**config.mk**
```make
export PLATFORM = sky130hd
export DESIGN_NAME = pstat_core
export DESIGN_NICKNAME = d
export VERILOG_FILES = /design/src/logic/pstat_pkg.sv /design/src/logic/pstat_latch.sv /design/src/logic/pstat_core.sv
export VERILOG_INCLUDE_DIRS = /design/src /design/src/logic
export SDC_FILE = /design/constraint.sdc
export NUM_CORES = 1
export LEC_CHECK = 0
export BUFFER_PORTS_ARGS = -buffer_cell sky130_fd_sc_hd__buf_4
export CAP_MARGIN = 20
export CORE_AREA = 4 4 56 58
export DETAILED_ROUTE_END_ITERATION = 8
export DIE_AREA = 0 0 60 62
export PLACE_DENSITY = 0.79
export SLEW_MARGIN = 20
export SYNTH_ARGS = -nofsm -noshare
export SYNTH_HDL_FRONTEND = slang
export SYNTH_SLANG_ARGS = --single-unit
```
**constraint.sdc**
```tcl
create_clock -name ref_clk -period 2.3 [get_ports ref_clk]
set_input_delay 0.23 -clock ref_clk [delete_from_list [all_inputs] [get_ports ref_clk]]
set_output_delay 0.23 -clock ref_clk [all_outputs]
set_load 0.03 [all_outputs]
```
**src/logic/pstat_consts.svh**
```systemverilog
/*
 * Bit positions, reset values and widths of the basic link status register.
 * Assumes inclusion by pstat_core and the bench tb of this block.
 */
`ifndef PSTAT_CONSTS_SVH
`define PSTAT_CONSTS_SVH

`define PSTAT_REG_ADDR      5'h01
`define PSTAT_DETAIL_ADDR   5'h11
`define PSTAT_PARTNER_ADDR  5'h05
`define PSTAT_BIT_T4        15
`define PSTAT_BIT_TX_FD     14
`define PSTAT_BIT_TX_HD     13
`define PSTAT_BIT_T_FD      12
`define PSTAT_BIT_T_HD      11
`define PSTAT_BIT_PRE_SUP   6
`define PSTAT_BIT_AN_DONE   5
`define PSTAT_BIT_RFAULT    4
`define PSTAT_BIT_AN_ABLE   3
`define PSTAT_BIT_LINK      2
`define PSTAT_BIT_JABBER    1
`define PSTAT_BIT_EXT_CAP   0
`define PSTAT_CAP_RESET     4'hF
`define PSTAT_PRE_RESET     1'h0
`define PSTAT_PARTNER_RF    13
`define PSTAT_DETAIL_JAB    2
`define PSTAT_DETAIL_RF     1
`define PSTAT_DETAIL_LINK   0

`endif

```
**src/logic/pstat_pkg.sv**
```systemverilog
/*
 * Types shared by the status register block.
 * Assumes pstat_consts.svh is on the include path.
 */
`default_nettype none
package pstat_pkg;
	typedef struct packed {
		logic        rd;
		logic        wr;
		logic [4:0]  addr;
		logic [15:0] wdata;
	} pstat_acc_t;

	typedef struct packed {
		logic an_enable;
		logic an_done;
		logic lcw_valid;
		logic lcw_rfault;
		logic link_ok;
		logic jab_enable;
		logic jab_event;
		logic override_en;
	} pstat_ev_t;

	typedef enum logic [1:0] {
		PSTAT_LATCH_HIGH,
		PSTAT_LATCH_LOW
	} pstat_kind_t;
endpackage
`default_nettype wire

```
**src/logic/pstat_latch.sv**
```systemverilog
/*
 * One latching status bit: holds its event until read, then shows the live level.
 * Assumes the read strobe is one cycle long and on the same clock.
 */
`default_nettype none
module pstat_latch
	import pstat_pkg::*;
#(
	parameter pstat_kind_t KIND = PSTAT_LATCH_HIGH
) (
	input  wire logic ref_clk,
	input  wire logic rstn,
	input  wire logic live,
	input  wire logic rd_clr,
	output logic      q
);
	logic event_seen;
	logic next_q;

	// an event in the read cycle still wins over the clear
	assign event_seen = (KIND == PSTAT_LATCH_HIGH) ? live : ~live;
	assign next_q = (KIND == PSTAT_LATCH_HIGH)
		? (event_seen | (q & ~rd_clr) | (rd_clr & live))
		: ((q & ~rd_clr & ~event_seen) | (rd_clr & live));

	always_ff @(posedge ref_clk or negedge rstn) begin
		if (!rstn) begin
			q <= (KIND == PSTAT_LATCH_HIGH) ? 1'b0 : 1'b0;
		end else begin
			q <= next_q;
		end
	end
endmodule // pstat_latch
`default_nettype wire

```
**src/logic/pstat_core.sv**
```systemverilog
/*
 * Basic link status register with shared latching bits and override-writable capability bits.
 * Assumes a management frame engine on ref_clk that issues one-cycle read and write strobes,
 * and event inputs from the negotiation, link and jabber logic on the same clock.
 */
// Contract
// - 100Base-T4 bit always reads zero; writes to it ignored.
// - 100TX full-duplex bit resets to one, writable only under override.
// - 100TX half-duplex bit resets to one, writable only under override.
// - 10T full-duplex bit resets to one, writable only under override.
// - 10T half-duplex bit resets to one, writable only under override.
// - Reserved bits ten down to seven read zero.
// - Override-writable bits take writes only while override enable is one.
// - Preamble suppression bit resets zero, override-writable, one enables headerless frames.
// - Negotiation complete held zero while disabled; set only when negotiation finishes.
// - Negotiation complete latches high; restart does not clear it.
// - Remote fault follows flag of each received code word.
// - Remote fault is one latching bit cleared by either register read.
// - Non-latching remote fault copy refreshed by every code word.
// - Negotiation ability bit always reads one.
// - Link status latches low, shared with detailed status register.
// - Link validity judged outside from receiver, link state, errors, negotiation.
// - Jabber bit forced zero while jabber disabled; set on detected jabber.
// - Jabber bit latches high, cleared by read of either register.
// - Extended capability bit always reads one.
`default_nettype none
`include "pstat_consts.svh"
module pstat_core
	import pstat_pkg::*;
(
	input  wire logic        ref_clk,
	input  wire logic        rstn,
	input  wire pstat_acc_t  acc,
	input  wire pstat_ev_t   ev,
	output logic [15:0]      rdata,
	output logic [15:0]      detail_bits,
	output logic             partner_rfault,
	output logic             preamble_skip_en
);
	logic [3:0]  cap;
	logic        pre_sup;
	logic        an_live;
	logic        rf_live;
	logic        rf_hold;
	logic        jab_live;
	logic        an_q;
	logic        rf_q;
	logic        link_q;
	logic        jab_q;
	logic        rd_status;
	logic        rd_detail;
	logic        rd_shared;
	logic        wr_status;
	logic        ow_write;
	logic [15:0] status_word;
	logic [15:0] next_rdata;
	logic [3:0]  next_cap;
	logic        next_pre_sup;
	logic        next_rf_hold;
	logic        next_partner_rfault;

	function automatic logic hit(input logic [4:0] a, input logic [4:0] b);
		hit = (a == b);
	endfunction

	assign rd_status = acc.rd & hit(acc.addr, `PSTAT_REG_ADDR);
	assign rd_detail = acc.rd & hit(acc.addr, `PSTAT_DETAIL_ADDR);
	assign rd_shared = rd_status | rd_detail;
	assign wr_status = acc.wr & hit(acc.addr, `PSTAT_REG_ADDR);
	assign ow_write  = wr_status & ev.override_en;

	assign next_cap = ow_write
		? acc.wdata[`PSTAT_BIT_TX_FD:`PSTAT_BIT_T_HD] : cap;
	assign next_pre_sup = ow_write ? acc.wdata[`PSTAT_BIT_PRE_SUP] : pre_sup;

	// negotiation done only counts while negotiation is enabled
	assign an_live  = ev.an_enable & ev.an_done;
	// remote fault level follows the flag of the newest code word
	assign next_rf_hold = ev.lcw_valid ? ev.lcw_rfault : rf_hold;
	assign next_partner_rfault = ev.lcw_valid ? ev.lcw_rfault : partner_rfault;
	assign rf_live  = next_rf_hold;
	assign jab_live = ev.jab_enable & ev.jab_event;

	always_ff @(posedge ref_clk or negedge rstn) begin
		if (!rstn) begin
			cap            <= `PSTAT_CAP_RESET;
			pre_sup        <= `PSTAT_PRE_RESET;
			rf_hold        <= 1'b0;
			partner_rfault <= 1'b0;
		end else begin
			cap            <= next_cap;
			pre_sup        <= next_pre_sup;
			rf_hold        <= next_rf_hold;
			partner_rfault <= next_partner_rfault;
		end
	end

	pstat_latch #(.KIND(PSTAT_LATCH_HIGH)) u_an (
		.ref_clk (ref_clk),
		.rstn    (rstn),
		.live    (an_live),
		.rd_clr  (rd_status),
		.q       (an_q)
	);

	pstat_latch #(.KIND(PSTAT_LATCH_HIGH)) u_rf (
		.ref_clk (ref_clk),
		.rstn    (rstn),
		.live    (rf_live),
		.rd_clr  (rd_shared),
		.q       (rf_q)
	);

	// link_ok arrives already judged by the link monitor
	pstat_latch #(.KIND(PSTAT_LATCH_LOW)) u_link (
		.ref_clk (ref_clk),
		.rstn    (rstn),
		.live    (ev.link_ok),
		.rd_clr  (rd_shared),
		.q       (link_q)
	);

	pstat_latch #(.KIND(PSTAT_LATCH_HIGH)) u_jab (
		.ref_clk (ref_clk),
		.rstn    (rstn),
		.live    (jab_live),
		.rd_clr  (rd_shared),
		.q       (jab_q)
	);

	// jabber disabled forces the visible bit low
	always_comb begin
		status_word                      = 16'h0000;
		status_word[`PSTAT_BIT_T4]       = 1'b0;
		status_word[`PSTAT_BIT_TX_FD:`PSTAT_BIT_T_HD] = cap;
		status_word[`PSTAT_BIT_PRE_SUP]  = pre_sup;
		status_word[`PSTAT_BIT_AN_DONE]  = an_q & ev.an_enable;
		status_word[`PSTAT_BIT_RFAULT]   = rf_q;
		status_word[`PSTAT_BIT_AN_ABLE]  = 1'b1;
		status_word[`PSTAT_BIT_LINK]     = link_q;
		status_word[`PSTAT_BIT_JABBER]   = jab_q & ev.jab_enable;
		status_word[`PSTAT_BIT_EXT_CAP]  = 1'b1;
	end

	assign next_rdata = rd_status ? status_word : rdata;

	always_ff @(posedge ref_clk or negedge rstn) begin
		if (!rstn) begin
			rdata <= 16'h0000;
		end else begin
			rdata <= next_rdata;
		end
	end

	always_comb begin
		detail_bits                     = 16'h0000;
		detail_bits[`PSTAT_DETAIL_JAB]  = jab_q & ev.jab_enable;
		detail_bits[`PSTAT_DETAIL_RF]   = rf_q;
		detail_bits[`PSTAT_DETAIL_LINK] = link_q;
	end

	assign preamble_skip_en = pre_sup;

	property p_t4_zero;
		@(posedge ref_clk) disable iff (!rstn)
		rd_status |=> !rdata[`PSTAT_BIT_T4];
	endproperty
	a_t4_zero: assert property (p_t4_zero) else $error("t4 bit read as one");

	property p_cap_locked;
		@(posedge ref_clk) disable iff (!rstn)
		(wr_status && !ev.override_en) |=> $stable(cap);
	endproperty
	a_cap_locked: assert property (p_cap_locked) else $error("cap changed without override");

	property p_cap_write;
		@(posedge ref_clk) disable iff (!rstn)
		ow_write |=> cap == $past(acc.wdata[14:11]);
	endproperty
	a_cap_write: assert property (p_cap_write) else $error("cap write lost");

	property p_pre_write;
		@(posedge ref_clk) disable iff (!rstn)
		ow_write |=> preamble_skip_en == $past(acc.wdata[6]);
	endproperty
	a_pre_write: assert property (p_pre_write) else $error("preamble bit write lost");

	property p_resv_zero;
		@(posedge ref_clk) disable iff (!rstn)
		rd_status |=> rdata[10:7] == 4'h0 && rdata[3] && rdata[0];
	endproperty
	a_resv_zero: assert property (p_resv_zero) else $error("fixed bits wrong");

	property p_an_off;
		@(posedge ref_clk) disable iff (!rstn)
		(rd_status && !ev.an_enable) |=> !rdata[`PSTAT_BIT_AN_DONE];
	endproperty
	a_an_off: assert property (p_an_off) else $error("an done while disabled");

	property p_rf_copy;
		@(posedge ref_clk) disable iff (!rstn)
		ev.lcw_valid |=> partner_rfault == $past(ev.lcw_rfault);
	endproperty
	a_rf_copy: assert property (p_rf_copy) else $error("partner fault copy stale");

	property p_rf_latch;
		@(posedge ref_clk) disable iff (!rstn)
		(ev.lcw_valid && ev.lcw_rfault) |=> rf_q;
	endproperty
	a_rf_latch: assert property (p_rf_latch) else $error("remote fault not latched");

	property p_link_low;
		@(posedge ref_clk) disable iff (!rstn)
		(!ev.link_ok && !rd_shared) ##1 (!rd_shared)[*2] |-> !link_q;
	endproperty
	a_link_low: assert property (p_link_low) else $error("link drop lost");

	property p_jab_off;
		@(posedge ref_clk) disable iff (!rstn)
		!ev.jab_enable |-> !detail_bits[`PSTAT_DETAIL_JAB];
	endproperty
	a_jab_off: assert property (p_jab_off) else $error("jabber shown while disabled");

	property p_jab_hold;
		@(posedge ref_clk) disable iff (!rstn)
		(jab_live && !rd_shared) |=> jab_q;
	endproperty
	a_jab_hold: assert property (p_jab_hold) else $error("jabber not latched");

	property p_an_hold;
		@(posedge ref_clk) disable iff (!rstn)
		(an_q && !rd_status) |=> an_q;
	endproperty
	a_an_hold: assert property (p_an_hold) else $error("an done dropped before read");

	property p_pre_locked;
		@(posedge ref_clk) disable iff (!rstn)
		(wr_status && !ev.override_en) |=> $stable(pre_sup);
	endproperty
	a_pre_locked: assert property (p_pre_locked) else $error("preamble bit unlocked");

	property p_cap_rd;
		@(posedge ref_clk) disable iff (!rstn)
		rd_status |=> rdata[14:11] == $past(cap);
	endproperty
	a_cap_rd: assert property (p_cap_rd) else $error("cap bits misread");

	property p_pre_rd;
		@(posedge ref_clk) disable iff (!rstn)
		rd_status |=> rdata[6] == $past(pre_sup);
	endproperty
	a_pre_rd: assert property (p_pre_rd) else $error("preamble bit misread");

	property p_an_set;
		@(posedge ref_clk) disable iff (!rstn)
		an_live |=> an_q;
	endproperty
	a_an_set: assert property (p_an_set) else $error("an done not latched");

	property p_an_clear;
		@(posedge ref_clk) disable iff (!rstn)
		(rd_status && !an_live) |=> !an_q;
	endproperty
	a_an_clear: assert property (p_an_clear) else $error("an done kept after read");

	property p_rf_level;
		@(posedge ref_clk) disable iff (!rstn)
		(ev.lcw_valid && !ev.lcw_rfault) |=> !rf_hold;
	endproperty
	a_rf_level: assert property (p_rf_level) else $error("fault level stale");

	property p_rf_clear;
		@(posedge ref_clk) disable iff (!rstn)
		(rd_shared && !rf_live) |=> !rf_q;
	endproperty
	a_rf_clear: assert property (p_rf_clear) else $error("remote fault kept after read");

	property p_link_drop;
		@(posedge ref_clk) disable iff (!rstn)
		!ev.link_ok |=> !link_q;
	endproperty
	a_link_drop: assert property (p_link_drop) else $error("link drop not latched");

	property p_link_back;
		@(posedge ref_clk) disable iff (!rstn)
		(rd_shared && ev.link_ok) |=> link_q;
	endproperty
	a_link_back: assert property (p_link_back) else $error("link not restored by read");

	property p_jab_clear;
		@(posedge ref_clk) disable iff (!rstn)
		(rd_shared && !jab_live) |=> !jab_q;
	endproperty
	a_jab_clear: assert property (p_jab_clear) else $error("jabber kept after read");

	property p_shared;
		@(posedge ref_clk) disable iff (!rstn)
		rd_status |=> rdata[4] == $past(detail_bits[1]) && rdata[2] == $past(detail_bits[0])
			&& rdata[1] == $past(detail_bits[2]);
	endproperty
	a_shared: assert property (p_shared) else $error("shared bits differ");

	c_ow_write:  cover property (@(posedge ref_clk) disable iff (!rstn) ow_write);
	c_rf_clear:  cover property (@(posedge ref_clk) disable iff (!rstn) rf_q && rd_detail);
	c_link_drop: cover property (@(posedge ref_clk) disable iff (!rstn) link_q ##1 !link_q);
	c_jab:       cover property (@(posedge ref_clk) disable iff (!rstn) jab_live);
endmodule // pstat_core
`default_nettype wire

```
# Word level (Yosys, flattened, before mapping)

Index checks and enable logic that the tools add are counted.

Flip-flop bits (word level): 22
Input bits: 33
Output and inout bits: 34

Equal/unequal tests: 2
Multiplexer cells: 1
Bitwise operators: 27

Operator list:

| operator                                                         | count |
|---|---|
| 1-bit bitwise AND                                                | 17 |
| 1-bit OR                                                         | 8 |
| 5-bit by 1-bit == test with 1-bit output (second input constant) | 1 |
| 5-bit == test (second input constant)                            | 1 |
| 1-bit inverter                                                   | 2 |
| 1-bit two-way mux                                                | 1 |

# Longest topological paths before layout

Gate-level depths: netlist of the first run.

Depth in word-level cells: 7
Gate-level depth with buffers: 4

# Modules after synthesis

From an unflattened synthesis of the first run, not the netlist that was laid out.

Cells, all modules: 83
Area, all modules: 1076.0 um^2

By module, submodules not included:

| module                  | instances | cells an instance | area an instance (um^2) | seq. area each (um^2) |
|---|---|---|---|---|
| pstat_core              | 1         | 72                | 934.6                   | 430.4 |
| pstat_latch at u_an ... | 3         | 3                 | 36.3                    | 25.0 |
| pstat_latch at u_link   | 1         | 2                 | 32.5                    | 25.0 |

# Worst setup path after synthesis of the first run

Ideal clock, no wire load.

Kind: in2reg
Start: in acc[19] (netlist name)
End: reg pre_sup (netlist: preamble_skip_en)
Library setup time: 0.125 ns
Arrival: 1.211 ns
Data required time: 2.175 ns
Path slack: 0.964 ns
Stages on the path: 4
Cells stage by stage: nor4b_4 > and4b_1 > buf_4 > mux2_2

Word-level cells in the longest chain between the ends: 3

RTL lines:

| element                                  | RTL line         | text |
|---|---|---|
| start: declaration                       | pstat_core.sv:33 | `input wire pstat_acc_t acc,` |
| 5-bit by 1-bit == test with 1-bit output | pstat_core.sv:63 | `hit = (a == b);` |
| 1-bit bitwise AND                        | pstat_core.sv:69 | `` assign wr_status = acc.wr & hit(acc.addr, `PSTAT_REG_ADDR); `` |
| 1-bit bitwise AND                        | pstat_core.sv:70 | `assign ow_write = wr_status & ev.override_en;` |
| end signal: assignment                   | pstat_core.sv:87 | `` pre_sup <= `PSTAT_PRE_RESET; `` |
| end signal: assignment                   | pstat_core.sv:92 | `pre_sup <= next_pre_sup;` |
| end: declaration                         | pstat_core.sv:41 | `logic pre_sup;` |

No other way between the ends.
A chain may end at the register's enable or synchronous reset.

# Worst setup path after layout of the first run

Start: in acc[19] (netlist name)
End: reg rdata[1]

Word-level cells in the longest chain between the ends: 2

RTL lines:

| element                                  | RTL line          | text |
|---|---|---|
| 5-bit by 1-bit == test with 1-bit output | pstat_core.sv:63  |  |
| 1-bit bitwise AND                        | pstat_core.sv:66  | `` assign rd_status = acc.rd & hit(acc.addr, `PSTAT_REG_ADDR); `` |
| end signal: assignment                   | pstat_core.sv:151 | `rdata <= next_rdata;` |
| end: declaration                         | pstat_core.sv:35  | `output logic [15:0] rdata,` |

No other way between the ends.

==> flow_summary_export.csv, run 1 <==
group,metric,value,unit
sta,setup_tns,0,ns
floorplan,die_w,60,um
floorplan,core_area,0.00266,sq mm
synthesis,syn_area_per_cell,13.2,sq um
worst_setup_path,end_kind,"register",
synthesis,syn_area,0.00103,sq mm
worst_hold_path,min_path_type,"in -> reg",
global_route,grt_max_degree,22,
sta,setup_viol,0,
worst_setup_path,reg2reg_from,"u_jab.q",
global_route,first_global_vias,609,
worst_setup_path,worstSetupPathType,"in -> reg",
sta,hold_viol,0,
cts,worstSkewPairLatency,0.29,ns
global_route,grt_pass1_wl,2750,um
finish,final_cell_area,0.00126,sq mm
worst_setup_path,path_depth,4,
place,hpwl,1440,um
worst_setup_path,cp_max_fo,11,
status,outcome,"finished clean",
worst_setup_path,cp.arrival,1.51,ns
worst_setup_path,cp_top_family,"simple AND/OR/NAND/NOR gates",
worst_setup_path,critPathLaunchType,"input port",
run,cap_violations,0,
pwr,pwr-share-clk,19.6,%
cts,clk_pin_slew_worst_paths,0.10,ns
global_route,antenna_found_initial,0,
floorplan,start_util,38.7,%
worst_setup_path,crit_path_cell_trace,"buf_4 > nor4b_4 > nand3b_2 > mux2_4",
synthesis,yosys_warnings,0,
floorplan,die_y,62,um
floorplan,rows,19,
pwr,power_density,679,mW/mm^2
cts,cts_tree,"built",
synthesis,synth_top_area_share,41.3,%
cts,clock-sinks,21,
worst_setup_path,regToRegSetupSlack,1.38,ns
sta,drv_slew,0,
routing,drtIter0Drc,4,
routing,routedWlPerCell,12.2,um
sta,finalCritPeriodShare,57.5,%
finish,fin_cells,144,
pwr,ir_drop,0.000446,V
worst_setup_path,reg2reg_to,"rdata[1]",
pwr,power.leakage,0.000687,uW
floorplan,die_area,0.00372,sq mm
worst_setup_path,endpoint,"rdata[1]",
sta,min_period,1.32,ns
routing,wirelength,1750,um
cts,root_buffer,"clkbuf_4",
pwr,seqPwrFrac,51.1,%
worst_setup_path,startpoint,"acc[19]",
pwr,power.internal,586,uW
place,gp_congestion,0.616,
worst_setup_path,timing.critical_path.buf_inv,1,
routing,route.vias.total,612,
routing,drt.antenna.violating_nets,0,
cts,cts_htree_levels,1,
finish,syn2layout_area_growth,22.6,%
worst_setup_path,worst_path_max_delay_cell,"mux2_4",
finish,drive_above_1_share,53.1,%
synthesis,ys_ff_latch,21,
worst_setup_path,critPathRequiredTime,2.49,ns
global_route,track_usage,10.3,%
synthesis,synth_cell_types,21,
synthesis,syn_inst,78,
cts,cts_resized,0,
cts,ctsHoldBuffers,1,
pwr,swShare,31.6,%
finish,antenna_cells,0,
place,numPlacedInstances,139,
synthesis,post-synth-top-area-cell,"dfrtp_1",
cts,clock_path_buffers,2,
cts,postCtsSetupRepairBufs,0,
sta,whs,0.126,ns
pwr,p_sw,271,uW
worst_setup_path,slowest_delay,0.41,ns
sta,finClkSkew,0.000516,ns
sta,fmax,0.756,GHz
sta,rsz0062_at_grt,"no",
place,place_area,0.00123,sq mm
synthesis,seq_area_frac_synth,51.5,%
pwr,power.total,857,uW
pwr,pwr-share-comb,29.3,%
routing,drc,0,
routing,viasPerCell,4.25,
finish,nNetsFinal,147,
floorplan,boundaryPins,67,
cts,cts_made_buffers,3,
global_route,gr-total-overflow,0,
synthesis,synth_area_leaders,"dfrtp_1 (41%), buf_4 (17%), dfstp_2 (10%), mux2_4 (10%), mux2_2 (6.6%)",
routing,firstDrtPassIters,2,
place,port_buffers,37,
worst_setup_path,worstRegToRegCells,2,
==> flip-flops by register name, summed over array words and instances (netlist names) <==
signal            cells
rdata                10
cap                   4
partner_rfault        1
preamble_skip_en      1
rf_hold               1
u_an.q                1
u_jab.q               1
u_link.q              1
u_rf.q                1
==> layer usage <==
layer / global-route usage, % / vias up / share of wire [%]
met5: 0 / - / 0
met2: 18.2 / 32 / 51
met4: 2.85 / 0 / 0.46
li1: - / 286 / -
met1: 11.6 / 292 / 39
met3: 3.93 / 2 / 9.3
==> stage by stage <==
stage | util, % | setup slack [ns]
6_report | 47.4 | 0.977
5_1_grt | 47.4 | 0.949
4_1_cts | 47.4 | 0.985
3_5_place_dp | 46.1 | 0.653
3_3_place_gp | 46.1 | 0.702
2_1_floorplan | - | 0.964
==> worst min path at each step <==
stage	from	endpoint	slack, ns	depth (start not counted)
floorplan	rstn	partner_rfault	-0.07	0
global placement	rstn	rdata[4]	0.12	1
detailed placement	rstn	rdata[4]	0.13	1
CTS	ev[5]	partner_rfault	0.11	2
global route	ev[5]	partner_rfault	0.13	2
finish	ev[5]	partner_rfault	0.13	2
==> cell usage in the layout, fill, tap and decap left out, types with 2 or more instances in the layout <==
| cell type | instances |
|---|---|
| mux2_4 | 7 |
| conb_1 | 18 |
| dfstp_2 | 4 |
| mux2_2 | 6 |
| clkbuf_4 | 3 |
| buf_4 | 37 |
| nand2_1 | 3 |
| o21ai_0 | 2 |
| dfrtp_1 | 17 |
| inv_1 | 3 |
==> power by group through the flow <==
| stage | Clock (uW) | Combinational [uW] | Sequential [uW] |
|---|---|---|---|
| after global routing | 201 | 266 | 445 |
| after global placement | 0 | 249 | 444 |
| after CTS | 179 | 254 | 439 |
| after detailed placement | 0 | 252 | 447 |
| final | 168 | 251 | 438 |
| after floorplan | 0 | 134 | 496 |
==> cell type report <==
class	instances	area, sq um
Timing Repair Buffer	38	288
Multi-Input combinational cell	47	368
Fill cell	260	1400
Inverter	3	11.3
Clock buffer	4	26.3
Tap cell	31	38.8
Sequential cell	21	531
==> logic make-up after synthesis <==
family / count (synthesis) / synth area share [%]
AO/OA/AOI/OAI: 6 / 4.01
buffers and inverters: 27 / 19.0
flip-flops: 21 / 51.5
multiplexers: 14 / 17.7
other: 1 / 0.364
AND/OR/NAND/NOR: 9 / 7.41
==> synth_stat cells <==
cell      number
mux2_2         6
nand2_1        3
nand3b_2       1
buf_4         23
nor4b_4        1
conb_1         1
dfstp_2        4
a22o_2         1
inv_1          3
a21oi_1        1
dfrtp_1       17
mux2_4         7
buf_6          1
nor2b_1        1
and2_1         1
a21o_1         1
and4b_1        1
o21ai_0        2
mux2i_1        1
or2b_1         1
a22o_1         1
Note: power is estimated with default switching activity, not from simulation.
==> run 2, diff against run 1 <==
- CORE_AREA: 4 4 56 58 -> 4 4 58 60
- DIE_AREA: 0 0 60 62 -> 0 0 62 64
- PLACE_DENSITY: 0.79 -> 0.77
- clock period: 2.3 -> 1.2 ns (I/O delays scaled with it)
==> flow_summary_export.csv, run 2 (synthesis results as in run 1) <==
group,metric,value,unit
status,outcome,"finished clean",
floorplan,boundaryPins,67,
floorplan,rows,20,
pwr,pwr-share-comb,29.4,%
routing,viasPerCell,4.19,
finish,final_common_cell,"buf_4",
finish,largest_registers,"rdata x10, cap x4",
cts,cts_made_buffers,3,
pwr,swShare,32.4,%
place,port_buffers,37,
finish,seq_area,531,sq um
floorplan,die_y,64,um
floorplan,core_area,0.00293,sq mm
finish,final_cell_area,0.00129,sq mm
sta,finalCritPeriodShare,93.6,%
routing,firstDrtPassIters,2,
cts,clk_pin_slew_worst_paths,0.11,ns
cts,clock-sinks,21,
floorplan,start_util,35.2,%
worst_setup_path,worst_path_max_delay_cell,"dfrtp_1",
worst_setup_path,crit_path_cell_trace,"and2_1 > buf_4",
cts,clock_path_buffers,2,
finish,fin_cells,149,
place,hpwl,1540,um
worst_setup_path,critPathLaunchType,"register",
finish,antenna_cells,0,
worst_hold_path,min_path_type,"in -> reg",
pwr,power.internal,1120,uW
routing,drc,0,
floorplan,die_area,0.00397,sq mm
global_route,track_usage,9.72,%
finish,layout_common_cells,"buf_4 (40), conb_1 (18), dfrtp_1 (17), mux2_4 (8), mux2_2 (5)",
place,gp_congestion,0.723,
worst_setup_path,end_kind,"output port",
sta,fmax,0.891,GHz
pwr,seqPwrFrac,50.7,%
global_route,grt_max_degree,22,
pwr,power_density,1290,mW/mm^2
global_route,first_global_vias,651,
pwr,p_sw,538,uW
sta,min_period,1.12,ns
cts,root_buffer,"clkbuf_4",
routing,routedWlPerCell,12.1,um
finish,nNetsFinal,150,
sta,hold_viol,0,
global_route,antenna_found_initial,0,
worst_setup_path,worstSetupPathType,"reg -> out",
cts,cts_resized,0,
pwr,pwr-share-clk,20.0,%
routing,drtIter0Drc,7,
global_route,grt_pass1_wl,2900,um
worst_setup_path,slowest_delay,0.39,ns
cts,worstSkewPairLatency,0.30,ns
run,cap_violations,0,
sta,setup_tns,0,ns
worst_setup_path,cp.arrival,1.00,ns
finish,syn2layout_area_growth,25.5,%
finish,num-fill-cells,286,
finish,drive_above_1_share,55.2,%
pwr,ir_drop,0.000936,V
worst_setup_path,cp_max_fo,2,
global_route,gr-total-overflow,0,
sta,finClkSkew,0.000734,ns
routing,drt.antenna.violating_nets,0,
finish,regMostFlops,"rdata",
place,numPlacedInstances,144,
finish,multi_input_area,372,sq um
place,place_ws,-0.212,ns
place,place_area,0.00125,sq mm
sta,finalWorstSetupSlack,0.0774,ns
cts,cts_tree,"built",
routing,route.vias.total,625,
sta,rsz0062_at_grt,"no",
sta,drv_slew,0,
finish,largest_register_ffs,10,
cts,ctsHoldBuffers,1,
routing,wirelength,1810,um
pwr,power.leakage,0.000706,uW
floorplan,die_w,62,um
cts,postCtsSetupRepairBufs,0,
sta,setup_viol,0,
cts,cts_htree_levels,1,
worst_setup_path,critPathRequiredTime,1.08,ns
## run 2: cell types whose count changed in the layout (fill, tap and decap cells not counted)
cell,change
clkinv_2,+1
mux2_4,+1
mux2_2,-1
clkbuf_1,-1
buf_4,+3
## run 2: critical path, delay by kind of cell, from the launching register on
family | cells | cell delay (ns)
flops | 1 | 0.39
buf+inv | 1 | 0.17
simple gates | 1 | 0.15
## run 2: per-stage QoR
stage / util, % / total power (uW) / hold WS, ns
2_1_floorplan: - / 1210 / -0.176
3_3_place_gp: 42.9 / 1330 / 0.00865
3_5_place_dp: 42.9 / 1350 / 0.0176
4_1_cts: 44.1 / 1690 / 0.0128
5_1_grt: 44.1 / 1760 / 0.0138
6_report: 44.1 / 1660 / 0.0235
## run 2: final cells by class
class,instances,share of cell area (%)
flip-flops and latches,21,41.0
multi-input cells,47,28.8
repair buffers,41,24.0
well taps,33,3.19
clock buffers,3,1.74
inverters,3,0.871
clock inverters,1,0.387
## run 2: power groups by stage
stage / clock (uW) / combinational [uW] / sequential (uW)
5_1_grt: 378 / 525 / 854
3_3_place_gp: 0 / 482 / 852
6_report: 332 / 488 / 842
4_1_cts: 354 / 493 / 844
3_5_place_dp: 0 / 490 / 858
2_1_floorplan: 0 / 259 / 951
## run 2: worst paths after layout
kind / from / end / slack [ns] / cells past startpoint
max in group asynchronous: rstn / cap[0] / 0.71 / 2
min reg2reg: rdata[3] / rdata[3] / 0.50 / 1
min in group asynchronous: rstn / rdata[6] / 0.22 / 2
max: u_jab.q / detail_bits[2] / 0.08 / 2
min: ev[5] / partner_rfault / 0.02 / 2
max reg2reg: u_jab.q / rdata[1] / 0.29 / 2
## run 2: layer usage
metal  share of wire, %  GRT usage, %  wire length (um)  up-vias
met5                  0             0                 0        -
met1                 37          11.7               678      299
met3                 10          3.84               189        0
met4                  0          1.59                 0        0
met2                 52          16.2               941       32
li1                   -             -                 -      294
